==> config.mk <==
export PLATFORM = sky130hd
export DESIGN_NAME = smc_top
export DESIGN_NICKNAME = d
export VERILOG_FILES = /design/src/core/smc_pkg.sv /design/src/core/smc_top.sv
export VERILOG_INCLUDE_DIRS = /design/src /design/src/core
export SDC_FILE = /design/constraint.sdc
export NUM_CORES = 1
export LEC_CHECK = 0
export BUFFER_PORTS_ARGS = -buffer_cell sky130_fd_sc_hd__buf_4
export CORE_ASPECT_RATIO = 0.7
export CORE_MARGIN = 2
export CORE_UTILIZATION = 53
export DETAILED_ROUTE_END_ITERATION = 12
export GPL_TIMING_DRIVEN = 0
export PLACE_DENSITY = 0.79
export SYNTH_ARGS = -nofsm -noshare
export SYNTH_HDL_FRONTEND = slang
export SYNTH_SLANG_ARGS = --single-unit
export TNS_END_PERCENT = 20
==> constraint.sdc <==
create_clock -name CORE_CLK -period 4.6 [get_ports CORE_CLK]
set_input_delay 0.46 -clock CORE_CLK [delete_from_list [all_inputs] [get_ports CORE_CLK]]
set_output_delay 0.46 -clock CORE_CLK [all_outputs]
set_load 0.01 [all_outputs]
==> src/core/smc_defines.svh <==
`ifndef SMC_DEFINES_SVH
`define SMC_DEFINES_SVH

// ----------------------------------------
// register offsets (byte addresses)
// ----------------------------------------
`define SMC_OFS_SYS_CLK_CTRL 8'h00
`define SMC_OFS_HS_OSC_CTRL 8'h04
`define SMC_OFS_MODE_STATUS 8'h08

// ----------------------------------------
// field positions
// ----------------------------------------
`define SMC_SEL_MSB 7
`define SMC_SEL_LSB 5
`define SMC_HS_IDLE_BIT 1
`define SMC_LS_IDLE_BIT 0
`define SMC_HS_FLAG_BIT 1
`define SMC_HS_EN_BIT 0
`define SMC_ST_PWRDN_BIT 0
`define SMC_ST_TMOUT_BIT 1
`define SMC_ST_BUSY_BIT 2
`define SMC_ST_LSRDY_BIT 3
`define SMC_ST_MODE_LSB 4

// ----------------------------------------
// reset values and codes
// ----------------------------------------
`define SMC_SEL_RST 3'h0
`define SMC_SEL_SUB 3'h7
`define SMC_HS_EN_RST 1'h1

// ----------------------------------------
// timing
// ----------------------------------------
`define SMC_CORE_PERIOD_NS 20
`define SMC_HS_PERIOD_NS 125
`define SMC_LS_PERIOD_NS 31250
`define SMC_HS_CYC ((`SMC_HS_PERIOD_NS + `SMC_CORE_PERIOD_NS - 1) / `SMC_CORE_PERIOD_NS)
`define SMC_LS_CYC ((`SMC_LS_PERIOD_NS + `SMC_CORE_PERIOD_NS - 1) / `SMC_CORE_PERIOD_NS)

`endif

==> src/core/smc_pkg.sv <==
package smc_pkg;
	typedef enum logic [2:0] {
		SMC_FAST = 3'b000,
		SMC_SLOW = 3'b001,
		SMC_SLEEP = 3'b010,
		SMC_IDLE0 = 3'b011,
		SMC_IDLE1 = 3'b100,
		SMC_IDLE2 = 3'b101
	} smc_mode_e;
	typedef logic [2:0] smc_sel_t;
	typedef logic [15:0] smc_cnt_t;
endpackage : smc_pkg

==> src/core/smc_top.sv <==
// The AHB-Lite register port and the placing of the registers were left to the implementer.
`timescale 1ns/1ps
`include "smc_defines.svh"
// Overview of operation
// - select field picks divided fast or slow clock
// - halt with both idle bits low enters sleep
// - halt with fast low, slow high: idle0
// - halt with both idle bits high: idle1
// - halt with fast high, slow low: idle2
// - halt sets power-down flag, clears timeout flag unless a timeout comes in the same cycle
// - halt clears the watchdog counter
// - halted modes hold execution and all state
// - enabling fast oscillator clears, then sets stable flag
// - fast oscillator enable at bit 0, resets high
// - slow mode fast clock follows enable bit
// - clock switch waits the documented switch delay
// - switch to slow waits for slow oscillator
// - unimplemented control bits read as zero
// - sleep keeps watchdog clock only if enabled
// - select switches run modes, only halt stops
// - select and idle bits reset to zero
// - fast source 8MHz rc, slow 32kHz rc
// - fast oscillator on slow switch follows enable
module smc_top #(
	parameter int HS_CYC = `SMC_HS_CYC,
	parameter int LS_CYC = `SMC_LS_CYC
) (
	// clock and reset
	input wire logic CORE_CLK,
	input wire logic RESET_N,
	// ahb-lite slave
	input wire logic HSEL,
	input wire logic [7:0] HADDR,
	input wire logic [1:0] HTRANS,
	input wire logic HWRITE,
	input wire logic [2:0] HSIZE,
	input wire logic [31:0] HWDATA,
	input wire logic HREADY,
	output logic HREADYOUT,
	output logic [31:0] HRDATA,
	output logic HRESP,
	// cpu and watchdog events
	input wire logic HALT_EXEC,
	input wire logic WAKE_REQ,
	input wire logic CLR_WDT_EXEC,
	input wire logic WDT_TIMEOUT,
	input wire logic WDT_ENABLE,
	// oscillator status pins
	input wire logic HS_OSC_READY,
	input wire logic LS_OSC_READY,
	// clock controls
	output smc_pkg::smc_sel_t SYS_CLK_SEL,
	output logic CPU_RUN,
	output logic HOLD_STATE,
	output logic HS_OSC_ON,
	output logic SUB_CLK_ON,
	output logic LOW_SPEED_RC_OSC_ON,
	// status to the core
	output logic POWER_DOWN_FLAG,
	output logic WDT_TIMEOUT_FLAG,
	output logic WDT_CNT_CLR
);
	import smc_pkg::*;

	// ----------------------------------------
	// helpers
	// ----------------------------------------
	function automatic smc_cnt_t src_period(input smc_sel_t sel);
		src_period = (sel == `SMC_SEL_SUB) ? smc_cnt_t'(LS_CYC) : smc_cnt_t'(HS_CYC);
	endfunction : src_period
	function automatic smc_cnt_t sys_period(input smc_sel_t sel);
		sys_period = (sel == `SMC_SEL_SUB) ? smc_cnt_t'(LS_CYC) :
			smc_cnt_t'(HS_CYC << sel);
	endfunction : sys_period
	// worst case of the switch window, rounded up
	function automatic smc_cnt_t switch_cycles(input smc_sel_t cur, input smc_sel_t tar);
		smc_cnt_t s;
		s = smc_cnt_t'(4 * sys_period(cur));
		s = s + smc_cnt_t'((3 * src_period(cur) + 1) / 2);
		switch_cycles = s + smc_cnt_t'((sys_period(tar) + 1) / 2);
	endfunction : switch_cycles

	// ----------------------------------------
	// pin synchronisers
	// ----------------------------------------
	logic [2:0] hs_rdy_sync_ff;
	logic [2:0] ls_rdy_sync_ff;
	logic hs_rdy_ff;
	logic ls_rdy_ff;

	always_ff @(posedge CORE_CLK) begin
		if (!RESET_N) begin
			hs_rdy_sync_ff <= 3'h0;
			ls_rdy_sync_ff <= 3'h0;
			hs_rdy_ff <= 1'h0;
			ls_rdy_ff <= 1'h0;
		end else begin
			hs_rdy_sync_ff <= {hs_rdy_sync_ff[1:0], HS_OSC_READY};
			ls_rdy_sync_ff <= {ls_rdy_sync_ff[1:0], LS_OSC_READY};
			if (hs_rdy_sync_ff[1] == hs_rdy_sync_ff[2]) begin
				hs_rdy_ff <= hs_rdy_sync_ff[2];
			end
			if (ls_rdy_sync_ff[1] == ls_rdy_sync_ff[2]) begin
				ls_rdy_ff <= ls_rdy_sync_ff[2];
			end
		end
	end

	// ----------------------------------------
	// ahb-lite address phase
	// ----------------------------------------
	logic wr_pend_ff;
	logic [7:0] wr_addr_ff;
	logic rd_take;

	assign rd_take = HSEL && HTRANS[1] && HREADY && !HWRITE;

	always_ff @(posedge CORE_CLK) begin
		if (!RESET_N) begin
			wr_pend_ff <= 1'h0;
			wr_addr_ff <= 8'h00;
			HREADYOUT <= 1'h1;
			HRESP <= 1'h0;
		end else begin
			// zero wait states, always okay
			HREADYOUT <= 1'h1;
			HRESP <= 1'h0;
			if (HREADY) begin
				wr_pend_ff <= HSEL && HTRANS[1] && HWRITE;
				wr_addr_ff <= HADDR;
			end
		end
	end

	// ----------------------------------------
	// software registers
	// ----------------------------------------
	smc_sel_t sel_ff;
	logic hs_idle_ff;
	logic ls_idle_ff;
	logic hs_en_ff;
	smc_sel_t nxt_sel;
	logic nxt_hs_idle;
	logic nxt_ls_idle;
	logic nxt_hs_en;
	logic wr_clk_ctrl;
	logic wr_osc_ctrl;

	assign wr_clk_ctrl = wr_pend_ff && (wr_addr_ff == `SMC_OFS_SYS_CLK_CTRL);
	assign wr_osc_ctrl = wr_pend_ff && (wr_addr_ff == `SMC_OFS_HS_OSC_CTRL);

	always_comb begin
		nxt_sel = sel_ff;
		nxt_hs_idle = hs_idle_ff;
		nxt_ls_idle = ls_idle_ff;
		nxt_hs_en = hs_en_ff;
		if (wr_clk_ctrl) begin
			nxt_sel = HWDATA[`SMC_SEL_MSB:`SMC_SEL_LSB];
			nxt_hs_idle = HWDATA[`SMC_HS_IDLE_BIT];
			nxt_ls_idle = HWDATA[`SMC_LS_IDLE_BIT];
		end
		if (wr_osc_ctrl) begin
			nxt_hs_en = HWDATA[`SMC_HS_EN_BIT];
		end
	end

	always_ff @(posedge CORE_CLK) begin
		if (!RESET_N) begin
			sel_ff <= `SMC_SEL_RST;
			hs_idle_ff <= 1'h0;
			ls_idle_ff <= 1'h0;
			hs_en_ff <= `SMC_HS_EN_RST;
		end else begin
			sel_ff <= nxt_sel;
			hs_idle_ff <= nxt_hs_idle;
			ls_idle_ff <= nxt_ls_idle;
			hs_en_ff <= nxt_hs_en;
		end
	end

	// ----------------------------------------
	// clock switch sequencing
	// ----------------------------------------
	smc_sel_t act_sel_ff;
	smc_cnt_t sw_cnt_ff;
	logic sw_busy;
	assign sw_busy = (act_sel_ff != sel_ff);

	// a new select restarts the window from the clock now running
	always_ff @(posedge CORE_CLK) begin
		if (!RESET_N) begin
			act_sel_ff <= `SMC_SEL_RST;
			sw_cnt_ff <= 16'h0000;
		end else if (nxt_sel != sel_ff) begin
			sw_cnt_ff <= switch_cycles(act_sel_ff, nxt_sel);
		end else if (sw_busy) begin
			if (sw_cnt_ff != 16'h0000) begin
				sw_cnt_ff <= sw_cnt_ff - 16'h0001;
			end else if (sel_ff != `SMC_SEL_SUB || ls_rdy_ff) begin
				act_sel_ff <= sel_ff;
			end
		end
	end

	// ----------------------------------------
	// operating mode
	// ----------------------------------------
	smc_mode_e mode_ff;
	smc_mode_e run_mode;
	smc_mode_e halt_mode;
	logic running;
	logic halt_go;
	assign running = (mode_ff == SMC_FAST) || (mode_ff == SMC_SLOW);
	assign halt_go = running && HALT_EXEC;
	assign run_mode = (act_sel_ff == `SMC_SEL_SUB) ? SMC_SLOW : SMC_FAST;

	always_comb begin
		unique case ({hs_idle_ff, ls_idle_ff})
			2'b00: halt_mode = SMC_SLEEP;
			2'b01: halt_mode = SMC_IDLE0;
			2'b11: halt_mode = SMC_IDLE1;
			2'b10: halt_mode = SMC_IDLE2;
		endcase
	end

	always_ff @(posedge CORE_CLK) begin
		if (!RESET_N) begin
			mode_ff <= SMC_FAST;
		end else if (halt_go) begin
			mode_ff <= halt_mode;
		end else if (running) begin
			mode_ff <= run_mode;
		end else if (WAKE_REQ) begin
			mode_ff <= run_mode;
		end
	end

	// ----------------------------------------
	// fast oscillator stable flag
	// ----------------------------------------
	logic hs_flag_ff;
	logic hs_on_req;

	// oscillator demand per mode, fast source forced on when selected
	always_comb begin
		unique case (mode_ff)
			SMC_FAST: hs_on_req = 1'h1;
			SMC_SLOW: hs_on_req = hs_en_ff;
			SMC_IDLE1, SMC_IDLE2: hs_on_req = 1'h1;
			default: hs_on_req = 1'h0;
		endcase
	end

	// ready pin lags the enable, so the rising write blanks the flag
	always_ff @(posedge CORE_CLK) begin
		if (!RESET_N) begin
			hs_flag_ff <= 1'h0;
		end else if (nxt_hs_en && !hs_en_ff) begin
			hs_flag_ff <= 1'h0;
		end else if (!hs_on_req || !hs_rdy_ff) begin
			hs_flag_ff <= 1'h0;
		end else begin
			hs_flag_ff <= 1'h1;
		end
	end

	// ----------------------------------------
	// power-down and timeout flags
	// ----------------------------------------
	always_ff @(posedge CORE_CLK) begin
		if (!RESET_N) begin
			POWER_DOWN_FLAG <= 1'h0;
		end else if (halt_go) begin
			POWER_DOWN_FLAG <= 1'h1;
		end else if (CLR_WDT_EXEC) begin
			POWER_DOWN_FLAG <= 1'h0;
		end
	end

	// a timeout in the halt cycle still lands
	always_ff @(posedge CORE_CLK) begin
		if (!RESET_N) begin
			WDT_TIMEOUT_FLAG <= 1'h0;
		end else if (WDT_TIMEOUT) begin
			WDT_TIMEOUT_FLAG <= 1'h1;
		end else if (halt_go || CLR_WDT_EXEC) begin
			WDT_TIMEOUT_FLAG <= 1'h0;
		end
	end

	// ----------------------------------------
	// clock control outputs
	// ----------------------------------------
	always_ff @(posedge CORE_CLK) begin
		if (!RESET_N) begin
			WDT_CNT_CLR <= 1'h0;
			HOLD_STATE <= 1'h0;
			CPU_RUN <= 1'h0;
			SYS_CLK_SEL <= `SMC_SEL_RST;
			HS_OSC_ON <= 1'h1;
			SUB_CLK_ON <= 1'h1;
			LOW_SPEED_RC_OSC_ON <= 1'h1;
		end else begin
			WDT_CNT_CLR <= halt_go;
			HOLD_STATE <= !running;
			// cpu waits for the source it runs from to settle
			CPU_RUN <= running && ((run_mode == SMC_SLOW) ? ls_rdy_ff : hs_flag_ff);
			SYS_CLK_SEL <= act_sel_ff;
			HS_OSC_ON <= hs_on_req;
			SUB_CLK_ON <= (mode_ff != SMC_SLEEP) && (mode_ff != SMC_IDLE2);
			LOW_SPEED_RC_OSC_ON <= (mode_ff != SMC_SLEEP) || WDT_ENABLE;
		end
	end

	// ----------------------------------------
	// read data
	// ----------------------------------------
	logic [31:0] rd_val;
	// built from next values so a read right behind a write sees it
	always_comb begin
		rd_val = 32'h0000_0000;
		unique case (HADDR)
			`SMC_OFS_SYS_CLK_CTRL: begin
				rd_val[`SMC_SEL_MSB:`SMC_SEL_LSB] = nxt_sel;
				rd_val[`SMC_HS_IDLE_BIT] = nxt_hs_idle;
				rd_val[`SMC_LS_IDLE_BIT] = nxt_ls_idle;
			end
			`SMC_OFS_HS_OSC_CTRL: begin
				rd_val[`SMC_HS_FLAG_BIT] = hs_flag_ff;
				rd_val[`SMC_HS_EN_BIT] = nxt_hs_en;
			end
			`SMC_OFS_MODE_STATUS: begin
				rd_val[`SMC_ST_PWRDN_BIT] = POWER_DOWN_FLAG;
				rd_val[`SMC_ST_TMOUT_BIT] = WDT_TIMEOUT_FLAG;
				rd_val[`SMC_ST_BUSY_BIT] = sw_busy;
				rd_val[`SMC_ST_LSRDY_BIT] = ls_rdy_ff;
				rd_val[`SMC_ST_MODE_LSB +: 3] = mode_ff;
			end
			default: rd_val = 32'h0000_0000;
		endcase
	end
	always_ff @(posedge CORE_CLK) begin
		if (!RESET_N) begin
			HRDATA <= 32'h0000_0000;
		end else if (rd_take) begin
			HRDATA <= rd_val;
		end
	end
endmodule : smc_top

==> summary.txt <==
Yosys
  • Adder and majority gate portion of the synthesized area: 9.00%
  • Proportion of netlist area held by the largest area contributor: 33.9%
  • Sequential cell area fraction in the yosys report: 33.9%
  • Post-synthesis instance area: 3840 µm²
  • Combinational family with the most area after synthesis: simple AND/OR/NAND/NOR gates
  • Most area-consuming cells after synthesis: sky130_fd_sc_hd__dfxtp_1 34%, sky130_fd_sc_hd__ha_1 8.5%, sky130_fd_sc_hd__nor2_1 5.5%
  • Multiplexer area fraction after synthesis: 5.54%
  • Syn Area/Cell: 8.47 µm²
  • Post-synthesis cell type with the largest combined area: sky130_fd_sc_hd__dfxtp_1
  • Number of enable flip-flop cells after synthesis: 0
  • Synth Area in Simple Gates: 20.0%
  • Synthesized instance count: 453
  • Flop and latch count out of synthesis: 65
  • Async set-reset flop share out of synthesis: 0%
  • Number of library cell types mapped by synthesis: 54
  • XOR/XNOR Fraction of Synth Area: 7.30%
  • Count of warnings emitted by yosys: 0
  • Prevailing post-synth register cell: sky130_fd_sc_hd__dfxtp_1
  • Synthesized-area fraction occupied by ao, oa, aoi and oai cells: 14.7%

Power and ir drop
  • Cell Pwr Density: 262 nW/µm²
  • Worst vdd ir: 0.167 mV
  • Part of the total power dissipated in the clock network: 40.2%
  • Cell-internal power: 902 µW
  • Total power of the final layout: 1210 µW
  • Switching share of power: 25.7%
  • Comb power frac: 11.6%
  • Static Leakage: 0.00203 µW
  • Net switching component of the power: 313 µW
  • Share of power burned in registers: 48.2%

Floorplan
  • Floorplan core area: 6880 µm²
  • Starting density of the core: 55.8%
  • Die area: 7950 µm²
  • # IOs: 102
  • X dimension of the die: 106 µm
  • Cell Rows: 25
  • Overall die height: 75.2 µm

Route
  • Post-detailed-route DRC marker count: 0
  • Number of vias per cell after detailed routing: 5.37
  • Final WL: 9430 µm
  • Overall via count from detail_route: 3417
  • Avg WL per Cell: 14.8 µm
  • Antenna-violating nets left: 0
  • 1st-pass router iterations: 5
  • Drt initial violations: 235

Worst setup path
  • Reg-to-reg setup timing slack: 0.17 ns
  • Reg-to-Reg End: sw_cnt_ff[8]
  • Cell depth of the worst setup path: 19
  • Highest-delay cell along the critical path: sky130_fd_sc_hd__or4b_4
  • Biggest fanout along the worst timing path: 10
  • Crit path required time: 4.81 ns
  • Critical Path Source Type: register
  • Crit end category: register
  • Data arrival time of the critical path: 4.64 ns
  • Worst-case reg-to-reg path depth: 19
  • Kind of cell adding the most delay to the critical path: compound AO/OA/AOI/OAI gates
  • Type of the setup path with the least slack: reg2reg
  • Biggest cell delay along the critical path: 0.56 ns
  • Buffer and inverter count on the worst path: 3
  • Cells traversed along the worst timing path: or4b_4 -> nor3_4 -> buf_4 -> mux2i_1 -> buf_4 -> nand2_1 -> o21ai_2 -> ha_1 -> o21ai_0 -> a221oi_1 -> ha_1 -> inv_1 -> ha_1 -> o21ai_0 -> o21bai_1 -> a2111oi_2 -> nor3_1 -> xnor2_1 -> a211oi_1
  • Worst path most repeated cell: sky130_fd_sc_hd__ha_1
  • Worst flop-to-flop path startpoint: wr_addr_ff[6]

STA
  • Setup Skew: 0.00646 ns
  • Clock period minus worst slack: 4.43 ns
  • Worst slew slack as a fraction of its limit: 47.7%
  • Number of pins with negative max-slew slack in the final report: 0
  • Final setup fails: 0
  • TNS Setup: 0 ns
  • Min Hold Slack: 0.312 ns
  • Slew at the pin closest to its max-slew limit: 0.778 ns
  • Hold violation count in the final report: 0
  • Timing-limited maximum frequency: 226 MHz
  • Ratio of final minimum period to clock period: 96.3%

Placement
  • Routability-driven placement congestion ratio: 0.912
  • Count of port buffers added during placement: 43
  • Post-DP HPWL: 7010 µm

Global route
  • GR Util All Layers: 25.3%
  • First-pass GRT wire length: 15600 µm
  • Via count of the first global-routing pass: 3191
  • Maximum number of pins on one net before global-route repair: 12
  • Initial antenna violation count: 0
  • Total global routing overflow: 0

Flow run
  • Max-cap violation count: 0

Min path
  • Min-Delay Startpoint: WDT_ENABLE
  • Worst hold stages: 3
  • Class of the worst hold path: in2reg
  • End point of the worst hold path: LOW_SPEED_RC_OSC_ON

Layout
  • Signed area change from the synthesized netlist to the final layout: 20.7%
  • Leading cell type in the layout, fill and taps excluded: sky130_fd_sc_hd__buf_4
  • Net count of the finished layout: 621
  • Share of final-layout standard cells stronger than drive strength 1: 19.4%
  • Core utilization of the finished layout: 67.3%
  • Diodes inserted: 0
  • Flip-flop and latch area: 1300 µm²
  • Commonest cells after routing, fill and taps aside: 76 x sky130_fd_sc_hd__buf_4, 65 x sky130_fd_sc_hd__dfxtp_1, 56 x sky130_fd_sc_hd__nor2_1
  • Filler cells: 564
  • Multi-input logic area: 2290 µm²

Clocking
  • Level count of the clock H-tree: 3
  • Clock slew seen by the registers of the worst setup and hold paths: 0.07 ns
  • Clock Tree Root: sky130_fd_sc_hd__clkbuf_8
  • Count of clock tree sinks: 65
  • TritonCTS clock tree: yes
  • Hold-fix buffers at CTS: 0
  • Max Root-Sink Buffers: 2
  • Clock latency reported for the late side of the worst-skew pair: 0.35 ns
  • Cts bufs inserted: 9

Run status
  • Result of the run: completed
## cells by family after synthesis
family,Yosys count
buf+inv,68
flops,65
other cells,2
fa+ha+maj,27
compound gates,88
mux,21
simple gates,150
xor+xnor,32
## metal layers
layer  part of all wire, %  track usage (%)  up-vias
li1                      -                -     1695
met1                    49             36.7     1553
met2                    41             37.8      152
met3                   8.9             6.41       17
met4                   1.2             6.73        0
met5                     0                0        -
## per-stage QoR
stage               worst slack, ns  instance area, µm²  std cells
floorplan                     0.437                3930        478
global placement            -0.0831                4370        615
detailed placement           -0.180                4370        615
CTS                          0.0336                4580        632
global route                -0.0524                4630        636
finish                        0.169                4630        636
## flip-flops by register name, summed over array words and instances, names as in the netlist, 3 cells and up
name / count
HRDATA: 8
SYS_CLK_SEL: 3
act_sel_ff: 3
hs_rdy_sync_ff: 3
ls_rdy_sync_ff: 3
mode_ff: 3
sel_ff: 3
sw_cnt_ff: 16
wr_addr_ff: 8
## power groups by stage
stage / clock [µW] / combinational (µW) / sequential (µW)
floorplan: 0 / 90.4 / 597
global placement: 0 / 132 / 597
detailed placement: 0 / 135 / 598
CTS: 492 / 136 / 585
global route: 518 / 155 / 587
finish: 489 / 141 / 585
## area by class of cell
type | instances | share of cell area, %
Buffer | 50 | 6.40
Clock buffer | 11 | 3.05
Clock inverter | 5 | 1.19
Inverter | 18 | 1.46
Multi-Input combinational cell | 345 | 49.5
Sequential cell | 65 | 28.1
Tap cell | 94 | 2.54
Timing Repair Buffer | 48 | 7.78
## how the worst max path moves through the flow
stage,from,to,slack (ns)
6_report,wr_addr_ff[6],sw_cnt_ff[8],0.17
3_5_place_dp,wr_addr_ff[6],sw_cnt_ff[8],-0.18
3_3_place_gp,wr_addr_ff[6],sw_cnt_ff[8],-0.08
2_1_floorplan,wr_addr_ff[6],sw_cnt_ff[8],0.44
4_1_cts,wr_addr_ff[1],sw_cnt_ff[8],0.03
5_1_grt,wr_addr_ff[6],sw_cnt_ff[8],-0.05
## synthesized netlist by cell type (12+ instances only)
cell,count
sky130_fd_sc_hd__buf_4,26
sky130_fd_sc_hd__a21oi_1,23
sky130_fd_sc_hd__ha_1,26
sky130_fd_sc_hd__xnor2_1,18
sky130_fd_sc_hd__xor2_1,14
sky130_fd_sc_hd__clkbuf_1,16
sky130_fd_sc_hd__mux2i_1,19
sky130_fd_sc_hd__o21ai_0,22
sky130_fd_sc_hd__nor2_1,56
sky130_fd_sc_hd__dfxtp_1,65
sky130_fd_sc_hd__nand2_1,27
sky130_fd_sc_hd__inv_1,18
sky130_fd_sc_hd__and2_1,12
## tightest hold or removal path, stage by stage
cell                      delay, ns
sky130_fd_sc_hd__buf_4         0.08
sky130_fd_sc_hd__nor2_1        0.03
sky130_fd_sc_hd__nand4_1       0.06
## what timing repair did
action                                  4_1_cts  5_1_grt
setup buffers                                 1        4
resized for setup                             1        8
hold endpoints to repair                      0        0
endpoints found under the setup margin        5        5
pin swaps                                     1        2
Power figures use the tool's default switching activity.
